--- src/fast_event_counter_defs.vh ---
// Constants shared by the fast event counter design files.
`ifndef FAST_EVENT_COUNTER_DEFS_VH
`define FAST_EVENT_COUNTER_DEFS_VH

// ----------------------------------------------------------------------------
// Clock and timing
// ----------------------------------------------------------------------------
`define CLK_PERIOD_NS 32'd40
`define CLK_HZ 32'd25000000
`define FILTER_DEFAULT_US 32'd6400
`define FILTER_DEFAULT_CYC (`FILTER_DEFAULT_US * 32'd1000 / `CLK_PERIOD_NS)
`define PERIOD_10MS_MS 32'd10
`define PERIOD_100MS_MS 32'd100
`define PERIOD_1000MS_MS 32'd1000
`define MS_TO_CYC(ms) ((ms) * (`CLK_HZ / 32'd1000))
`define SCALE_10MS 32'd100
`define SCALE_100MS 32'd10
`define SCALE_1000MS 32'd1

// ----------------------------------------------------------------------------
// Counter types and period selection codes
// ----------------------------------------------------------------------------
`define TYPE_SINGLE_INT 2'h0
`define TYPE_SINGLE_EXT 2'h1
`define TYPE_TWO_CLOCK 2'h2
`define TYPE_QUADRATURE 2'h3
`define SEL_10MS 2'h0
`define SEL_100MS 2'h1
`define SEL_1000MS 2'h2

// ----------------------------------------------------------------------------
// Function selection codes
// ----------------------------------------------------------------------------
`define FUNC_COUNT 2'h0
`define FUNC_FREQ 2'h1
`define FUNC_PERIOD 2'h2

// ----------------------------------------------------------------------------
// Elapsed time limits
// ----------------------------------------------------------------------------
`define SPAN_MAX 32'hfffffff0
`define SPAN_OVERFLOW 32'hffffffff
`define ZERO32 32'h00000000

`endif

--- src/input_filter.v ---
// Digital input filter for one counter input with a settable settle time.
`timescale 1ns/1ps
`default_nettype none
`include "fast_event_counter_defs.vh"

module input_filter (
    input wire mclk,
    input wire resetn,
    input wire raw_in,
    input wire [31:0] settle_cycles,
    output reg clean
);

// ----------------------------------------------------------------------------
// Settle counter
// ----------------------------------------------------------------------------
reg [31:0] stable_count;

// The output follows the input only after it has held a new level long enough.
always @(posedge mclk or negedge resetn) begin
    if (!resetn) begin
        stable_count <= `ZERO32;
        clean <= 1'b0;
    end else if (raw_in == clean) begin
        stable_count <= `ZERO32;
    end else if (stable_count + 32'd1 >= settle_cycles) begin
        clean <= raw_in;
        stable_count <= `ZERO32;
    end else begin
        stable_count <= stable_count + 32'd1;
    end
end

endmodule // input_filter
`default_nettype wire

--- src/fast_event_counter.v ---
// Fast event counter with count, frequency and period measurement functions.
`timescale 1ns/1ps
`default_nettype none
`include "fast_event_counter_defs.vh"

module fast_event_counter (
    input wire mclk,
    input wire resetn,
    input wire input_a,
    input wire input_b,
    input wire reset_input,
    input wire [1:0] counter_type,
    input wire [1:0] function_select,
    input wire reset_enable,
    input wire initial_up,
    input wire [31:0] filter_cycles,
    input wire counter_control_request,
    input wire load_direction,
    input wire load_count,
    input wire load_preset,
    input wire load_period,
    input wire next_direction_up,
    input wire [31:0] next_count_value,
    input wire [31:0] next_preset_value,
    input wire [1:0] next_period_select,
    output reg [31:0] count_value,
    output reg [31:0] preset_value,
    output reg direction_up,
    output reg [1:0] period_select,
    output reg count_below_preset,
    output reg event_equal,
    output reg event_reset,
    output reg event_direction,
    output reg [31:0] frequency_hz,
    output reg frequency_valid,
    output reg [31:0] span_time_ns,
    output reg [31:0] interval_event_total,
    output reg period_valid
);

// ----------------------------------------------------------------------------
// Input filters
// ----------------------------------------------------------------------------
wire a_clean;
wire b_clean;
wire r_clean;

// Each counter input passes its own filter; settle time comes from filter_cycles.
input_filter filter_a (
    .mclk(mclk),
    .resetn(resetn),
    .raw_in(input_a),
    .settle_cycles(filter_cycles),
    .clean(a_clean)
);

input_filter filter_b (
    .mclk(mclk),
    .resetn(resetn),
    .raw_in(input_b),
    .settle_cycles(filter_cycles),
    .clean(b_clean)
);

input_filter filter_r (
    .mclk(mclk),
    .resetn(resetn),
    .raw_in(reset_input),
    .settle_cycles(filter_cycles),
    .clean(r_clean)
);

// ----------------------------------------------------------------------------
// Edge detection
// ----------------------------------------------------------------------------
reg a_prev;
reg b_prev;
reg r_prev;

// Previous filtered levels give the edges of each input.
always @(posedge mclk or negedge resetn) begin
    if (!resetn) begin
        a_prev <= 1'b0;
        b_prev <= 1'b0;
        r_prev <= 1'b0;
    end else begin
        a_prev <= a_clean;
        b_prev <= b_clean;
        r_prev <= r_clean;
    end
end

wire a_rise = a_clean & ~a_prev;
wire b_rise = b_clean & ~b_prev;
wire a_edge = a_clean ^ a_prev;
wire b_edge = b_clean ^ b_prev;

// ----------------------------------------------------------------------------
// Step decode per counter type
// ----------------------------------------------------------------------------
reg step;
reg step_up;

// A quadrature step is an edge on one phase alone; direction follows which phase leads.
always @* begin
    case (counter_type)
        `TYPE_SINGLE_INT: begin
            step = a_rise;
            step_up = direction_up;
        end
        `TYPE_SINGLE_EXT: begin
            step = a_rise;
            step_up = b_clean;
        end
        `TYPE_TWO_CLOCK: begin
            step = a_rise ^ b_rise;
            step_up = a_rise;
        end
        default: begin
            step = a_edge ^ b_edge;
            step_up = a_edge ? (a_clean ^ b_clean) : ~(a_clean ^ b_clean);
        end
    endcase
end

// Reset input acts only when enabled and in counting function; held, it clears.
wire reset_active = reset_enable & r_clean & (function_select == `FUNC_COUNT);
wire reset_rise = reset_active & ~r_prev;

// ----------------------------------------------------------------------------
// Current count, preset and direction
// ----------------------------------------------------------------------------
reg [31:0] next_count;
reg last_step_up;
reg have_step;
reg start_loaded;

// Next count: reset, then control load, then counting steps.
always @* begin
    next_count = count_value;
    if (reset_active) begin
        next_count = `ZERO32;
    end else if (counter_control_request && load_count) begin
        next_count = next_count_value;
    end else if (step && function_select == `FUNC_COUNT) begin
        next_count = step_up ? count_value + 32'd1 : count_value - 32'd1;
    end
end

// Count register, control loads and the three counter events.
always @(posedge mclk or negedge resetn) begin
    if (!resetn) begin
        count_value <= `ZERO32;
        preset_value <= `ZERO32;
        direction_up <= 1'b1;
        period_select <= `SEL_10MS;
        event_equal <= 1'b0;
        event_reset <= 1'b0;
        event_direction <= 1'b0;
        last_step_up <= 1'b1;
        have_step <= 1'b0;
        start_loaded <= 1'b0;
        count_below_preset <= 1'b0;
    end else begin
        count_value <= next_count;
        count_below_preset <= (count_value < preset_value);
        start_loaded <= 1'b1;
        if (counter_control_request && load_preset) begin
            preset_value <= next_preset_value;
        end
        if (!start_loaded) begin
            direction_up <= initial_up;
        end
        if (counter_control_request && load_direction) begin
            direction_up <= next_direction_up;
        end
        if (counter_control_request && load_period) begin
            period_select <= next_period_select;
        end
        event_equal <= (next_count == (counter_control_request && load_preset ?
            next_preset_value : preset_value)) && (next_count != count_value);
        event_reset <= reset_rise;
        event_direction <= 1'b0;
        if (step && function_select == `FUNC_COUNT) begin
            have_step <= 1'b1;
            last_step_up <= step_up;
            event_direction <= have_step && (step_up != last_step_up);
        end
    end
end

// ----------------------------------------------------------------------------
// Measurement interval timer
// ----------------------------------------------------------------------------
reg [31:0] interval_cycles;
reg [31:0] freq_scale;
reg [31:0] interval_timer;

// Interval length and hertz scale for the selected period.
always @* begin
    case (period_select)
        `SEL_100MS: begin
            interval_cycles = `MS_TO_CYC(`PERIOD_100MS_MS);
            freq_scale = `SCALE_100MS;
        end
        `SEL_1000MS: begin
            interval_cycles = `MS_TO_CYC(`PERIOD_1000MS_MS);
            freq_scale = `SCALE_1000MS;
        end
        default: begin
            interval_cycles = `MS_TO_CYC(`PERIOD_10MS_MS);
            freq_scale = `SCALE_10MS;
        end
    endcase
end

wire interval_end = (interval_timer + 32'd1 >= interval_cycles);

// Free-running interval timer restarts at each interval end.
always @(posedge mclk or negedge resetn) begin
    if (!resetn) begin
        interval_timer <= `ZERO32;
    end else if (interval_end) begin
        interval_timer <= `ZERO32;
    end else begin
        interval_timer <= interval_timer + 32'd1;
    end
end

// ----------------------------------------------------------------------------
// Frequency and period measurement
// ----------------------------------------------------------------------------
reg [31:0] edge_total;
reg [31:0] first_stamp;
reg [31:0] last_stamp;
reg [31:0] time_ns;
reg time_wrapped;
reg any_event;

wire [31:0] time_next = time_ns + `CLK_PERIOD_NS;
wire [31:0] span_in = last_stamp - first_stamp;
wire [31:0] span_idle = time_ns - last_stamp;

// Saturate a span: overflow code or clamp out of the reserved band.
function [31:0] clamp_span;
    input [31:0] raw;
    input wrapped;
    begin
        clamp_span = wrapped ? `SPAN_OVERFLOW : ((raw > `SPAN_MAX) ? `SPAN_MAX : raw);
    end
endfunction

// Counts events per interval and publishes frequency or period records.
always @(posedge mclk or negedge resetn) begin
    if (!resetn) begin
        edge_total <= `ZERO32;
        first_stamp <= `ZERO32;
        last_stamp <= `ZERO32;
        time_ns <= `ZERO32;
        time_wrapped <= 1'b0;
        any_event <= 1'b0;
        frequency_hz <= `ZERO32;
        frequency_valid <= 1'b0;
        span_time_ns <= `ZERO32;
        interval_event_total <= `ZERO32;
        period_valid <= 1'b0;
    end else begin
        frequency_valid <= 1'b0;
        period_valid <= 1'b0;
        time_ns <= time_next[31:0];
        if (any_event && span_idle > `SPAN_MAX - `CLK_PERIOD_NS) begin
            time_wrapped <= 1'b1;
        end
        if (step) begin
            if (edge_total == `ZERO32) begin
                first_stamp <= time_ns;
            end
            last_stamp <= time_ns;
            any_event <= 1'b1;
        end
        if (interval_end) begin
            if (function_select == `FUNC_FREQ) begin
                frequency_hz <= edge_total * freq_scale;
                frequency_valid <= 1'b1;
            end
            if (function_select == `FUNC_PERIOD) begin
                interval_event_total <= edge_total;
                if (edge_total != `ZERO32) begin
                    span_time_ns <= clamp_span(span_in, 1'b0);
                end else if (any_event) begin
                    span_time_ns <= clamp_span(span_idle, time_wrapped);
                end else begin
                    span_time_ns <= `SPAN_OVERFLOW;
                end
                period_valid <= 1'b1;
            end
            edge_total <= step ? 32'd1 : `ZERO32;
            if (step) begin
                first_stamp <= time_ns;
            end
            if (edge_total != `ZERO32 || step) begin
                time_wrapped <= 1'b0;
            end
        end else if (step) begin
            edge_total <= edge_total + 32'd1;
        end
    end
end

endmodule // fast_event_counter
`default_nettype wire

--- config.mk ---
export PLATFORM = sky130hd
export DESIGN_NAME = fast_event_counter
export DESIGN_NICKNAME = d
export VERILOG_FILES = /design/src/input_filter.v /design/src/fast_event_counter.v
export VERILOG_INCLUDE_DIRS = /design/src
export SDC_FILE = /design/constraint.sdc
export NUM_CORES = 2
export LEC_CHECK = 0
export ABC_AREA = 0
export BUFFER_PORTS_ARGS = -buffer_cell sky130_fd_sc_hd__buf_2
export CAP_MARGIN = 20
export CELL_PAD_IN_SITES_DETAIL_PLACEMENT = 1
export CELL_PAD_IN_SITES_GLOBAL_PLACEMENT = 2
export CORE_MARGIN = 8
export CORE_UTILIZATION = 35
export CTS_CLUSTER_DIAMETER = 80
export DETAILED_ROUTE_END_ITERATION = 7
export PLACE_DENSITY = 0.76
export SLEW_MARGIN = 15
export SYNTH_ARGS = -nofsm -noshare
export SYNTH_HDL_FRONTEND = slang
export SYNTH_SLANG_ARGS = --single-unit
--- constraint.sdc ---
create_clock -name mclk -period 6.7 [get_ports mclk]
set_clock_uncertainty 0.05 [all_clocks]
set_input_delay 0.67 -clock mclk [delete_from_list [all_inputs] [get_ports mclk]]
set_output_delay 0.67 -clock mclk [all_outputs]
set_load 0.01 [all_outputs]
Word-level counts from Yosys, hierarchy flattened. Cells that the tools add are included.

Input bits: 115. Output and inout port bits: 169. Bits in registers: 436. Logic and storage cells: 140.

Equality and inequality tests: 13. Reduce and logical (&&, ||, !) cells: 20. Add/sub/neg operators: 10. Multiplexer cells: 39. Magnitude comparators: 8. Bitwise operators: 17. $mul: 1.

Operator list (count): 32-bit 2-to-1 mux (23); 32-bit by 1-bit adder with 32-bit output, second input constant (6); 32-bit greater-or-equal comparator (4); 32-bit greater-than comparator, second input constant (3); 32-bit subtractor (2); 25-bit case mux with 2 select lines (1); 32-bit by 6-bit adder with 32-bit output, second input constant (1); 32-bit equality test (1); 32-bit logical NOT (1); 32-bit less-than comparator (1); 32-bit by 32-bit multiplier with 32-bit output (1); 32-bit inequality test (1); 32-bit nonzero test (1); 32-bit by 1-bit subtractor with 32-bit output, second input constant (1); 7-bit case mux with 2 select lines (1); 1-bit 2-to-1 mux (12); 2-bit AND reduction (5); 1-bit logical AND (8); 1-bit NOT (7); 2-bit by 1-bit equality test with 1-bit output, second input constant (3); 2-bit equality test, second input constant (3); 1-bit AND (5); 1-bit bitwise XOR (5); 2-bit logical NOT (2); other kinds (8) (10).

Logic depth before layout (Yosys ltp).
Depth in word-level cells: 10. Gate-level depth with buffers: 26. Depth with buffers taken out: 24.

Cells and area by module. Synthesis repeated with hierarchy kept, for this count alone.

Cell total of the unflattened synthesis: 3647. Area, all modules: 32537.5 um^2.

Modules (own cells, without submodules): fast_event_counter (times used 1, area an instance 25097.8 um^2, seq. area each 8285.4 um^2, cells each 2858); input_filter (times used 3, area an instance 2479.9 um^2, seq. area each 825.8 um^2, cells each 263).

Least setup slack after synthesis. Ideal clock, no wire load.

Kind: flip-flop to flip-flop. Start point: register period_select[0]. End point: register frequency_hz[31]. Cell stages (with the launch flop): 24. Arrival: 6121 ps. Setup slack: 399 ps. Library setup time: 129 ps. Buffers on the path: 2. Clock period less this slack: 6301 ps. Data required time: 6521 ps. Cells stage by stage: dfrtp_1 inv_1 ha_1 clkbuf_1 clkbuf_1 and2_1 fa_1 inv_1 fa_1 inv_1 fa_1 fa_1 ha_1 a21o_1 a211o_1 or4_1 nor3_2 o41ai_1 a21o_1 a21o_1 a2111o_1 a31oi_2 xnor2_1 o21ai_1.

Word-level cells in the longest chain between the ends: 4. Elaborated cells on any way between the ends: 7. Classes of those cells: mul (1); order compare (1); eq/ne (2); mux (2); reduce/logical (1).

Ends and longest elaborated chain: start: declaration (line fast_event_counter.v:29) `output reg [1:0] period_select,`; start signal: assignment (line fast_event_counter.v:156) `` period_select <= `SEL_10MS; ``; start signal: assignment (line fast_event_counter.v:178) `period_select <= next_period_select;`; parallel branches: the longest is 4 deep, another holds 32-bit by 32-bit multiplier with 32-bit output; end signal: assignment (line fast_event_counter.v:262) `` frequency_hz <= `ZERO32; ``; end signal: assignment (line fast_event_counter.v:283) `frequency_hz <= edge_total * freq_scale;`; end: declaration (line fast_event_counter.v:34) `output reg [31:0] frequency_hz,`.

Several ways; the timed one is not identified. A chain may end at the register's enable or synchronous reset.

Worst setup path in the final report. Ends and elaborated chain as after synthesis.

==> impl_metrics.ini <==
[sta]
tightest_slew_ns = 1.083
finalSetupViolations = 0
holdWs_ns = -0.005481
finalMaxSlewViolations = 0
rsz0062_at_grt = false
slew_headroom_pct = 25.96
setup_slack_ns = 0.2876
tns_ns = 0
fin_crit_ns = 6.412
hold_viol = 2
max_freq_mhz = 155.9
fin_crit_sh_pct = 95.71

[placed_design]
place_ws_ns = 0.04725
gp_congestion = 0.8940
hpwlAfterDp_mm = 85.65
portBuffers = 283

[clocking]
clock_path_buffers = 3
clk_pin_slew_ns = 0.06
clk_latency_ns = 0.66
h-tree-depth = 2
clock-sinks = 430
postCtsHoldBufs = 0
cts_tree = built
cts_buffers = 57
cts-root-buf = clkbuf_16

[synth]
synth_cell_type_count = 95
synth_compound_area_share_pct = 13.90
synth-simple-area-share_pct = 19.76
synth-seq-cells = 430
synth_edf_count = 0
ys_top_cells_by_area = dfrtp_1, ha_1, fa_1
synth-xor-area-share_pct = 7.627
synth_area_leader_cell = dfrtp_1
netlist_area_um2 = 33170
ys_seq_area_share_pct = 32.45
synth_top_family_by_area = simple AND/OR/NAND/NOR gates
ys.warnings.count = 0
synth_adder_area_share_pct = 17.00
synth_mux_area_share_pct = 3.753
postSynthCellCount = 3658
postSynthAreaPerCell_um2 = 9.068
synth_top_area_share_pct = 32.29
ys.flop_type = dfrtp_1
async_flop_share_pct = 100.0

[power]
irDropWorstVdd_uv = 175.0
p_total_mw = 7.229
p_per_area_nw_per_um2 = 189.4
leakage_nw = 18.97

[setup_path]
crit_type = reg -> reg
startpoint_type = register
endpoint_kind = register
required_ns = 7.17
crit_fanout = 18
arrival_ns = 6.88
ff2ff_setup_slack_ns = 0.29

[outcome]
status = finished with violations
violations = hold timing

[die]
fp.dieW_um = 323.8
floorplan.initialDensity_pct = 35.12
die_h_um = 323.8
core_area_um2 = 94450
pin_count = 284
dieArea_um2 = 104900
rows = 113

[routing]
drt_iter0_drc = 1355
vias_per_cell = 5.363
routed_wl_mm = 110.6
num_vias = 28020
wl_per_cell_um = 21.17
ant_nets = 0
first_pass_iters = 5
drc = 0

[global_route]
grt_max_degree = 137
grt_overflow_total = 0
track_usage_pct = 20.83
grt_pass1_wl_mm = 173.4
antenna_found_initial = 7
first_global_vias = 29770

[finish]
synthToLayoutAreaGrowth_pct = 15.10
nNetsFinal = 4412
layout-drive-gt1-share_pct = 14.48

[min_path]
hp-class = in -> async

[run]
maxCapViolations = 0
[repair_timing]
item,4_1_cts,5_1_grt
setup buffers,0,2
setup endpoints to repair,0,4
gates resized for setup,0,9
[area by class of cell]
class	instances	area, µm²
clock inverters	37	530.5
fillers	11040	56270
well taps	1265	1583
repair buffers	330	1812
flip-flops and latches	430	10760
inverters	325	1220
multi-input cells	2766	20680
clock buffers	69	1583
diodes	3	7.507
[layout by cell type (no fill, tap or decap), types with 19 or more instances in the layout]
master     count
dfrtp_1      428
nand2_1      327
inv_1        325
buf_2        282
ha_1         280
nor2_1       210
o21ai_0      192
xnor2_1      166
a21oi_1      143
nand3_1      121
xor2_1       121
nor2b_1      109
fa_1         106
a21o_1       102
mux2_2        95
nand4_1       92
and3_1        89
and2_1        71
nor3_1        61
clkbuf_16     58
buf_4         43
nor4_1        37
or3_1         35
a211oi_1      26
o21a_1        26
and4_1        24
nand2b_1      24
o22ai_1       24
a31oi_1       19
[worst max-delay path, stage by stage, from the launching register on]
cell and delay, ns:
dfrtp_1 0.40, inv_1 0.07, ha_2 0.32, buf_6 0.18
and2_1 0.21, fa_1 0.54, inv_1 0.05, fa_1 0.47
inv_1 0.05, fa_1 0.51, fa_1 0.47, ha_1 0.31
a21o_1 0.16, a211o_1 0.32, or4_4 0.54, nor3_4 0.24
o41ai_2 0.14, a21o_1 0.22, a21o_1 0.21, a2111o_1 0.43
a31oi_2 0.18, xnor2_1 0.13, o21ai_1 0.07
[flip-flops by register name, summed over array words and instances (netlist names), 29 cells and up, named ones only]
name / flops
interval_timer: 32
filter_a.stable_count: 32
filter_b.stable_count: 32
last_stamp: 29
span_time_ns: 32
preset_value: 32
interval_event_total: 32
edge_total: 32
time_ns: 29
count_value: 32
filter_r.stable_count: 32
first_stamp: 29
frequency_hz: 32
[cell families after synthesis]
logic type,after synthesis
AND/OR/NAND/NOR,1266
AO/OA/AOI/OAI,705
buffers and inverters,468
flip-flops,430
adder cells (fa/ha/maj),387
XOR/XNOR,288
multiplexers,112
other,2
[where the power goes]
group / internal [mW] / switching (mW) / total, mW
clock: 2.11 / 1.33 / 3.44
combinational: 0.353 / 0.577 / 0.931
sequential: 2.68 / 0.173 / 2.86
total: 5.15 / 2.08 / 7.23
[synth_stat cells (all sizes together), types with 102 or more instances]
cell type / number
nand3: 121
dfrtp: 428
xnor2: 167
nor2b: 109
a21oi: 144
ha: 281
a21o: 102
o21ai: 197
xor2: 121
fa: 106
nor2: 214
clkbuf: 105
inv: 325
nand2: 327
[stage by stage]
stage,utilization (%),cells,instance area (µm²)
global route,40.41,5222,38170
detailed placement,38.12,5114,36000
CTS,40.35,5220,38110
floorplan,-,3664,33190
finish,40.42,5225,38180
global placement,38.12,5114,36000
[layer usage]
layer / share of wire (%) / wire [µm] / track usage (%)
met3: 4.7 / 5252 / 3.124
met5: 0.024 / 27 / 0
met1: 48 / 52710 / 28.95
met2: 45 / 50040 / 33.83
met4: 2.3 / 2588 / 5.463
[path summary, 6_finish.rpt]
| path | end | start | cells past startpoint |
|---|---|---|---|
| min in group mclk | direction_up | load_direction | 3 |
| worst max register to register | frequency_hz[31] | period_select[0] | 22 |
| worst min register to register | event_reset | r_prev | 1 |
| worst min-delay path | preset_value[16] | resetn | 1 |
| max in group asynchronous | filter_a.stable_count[10] | resetn | 2 |
| worst max-delay path | frequency_hz[31] | period_select[0] | 22 |
(Power assumes the default switching activity.)
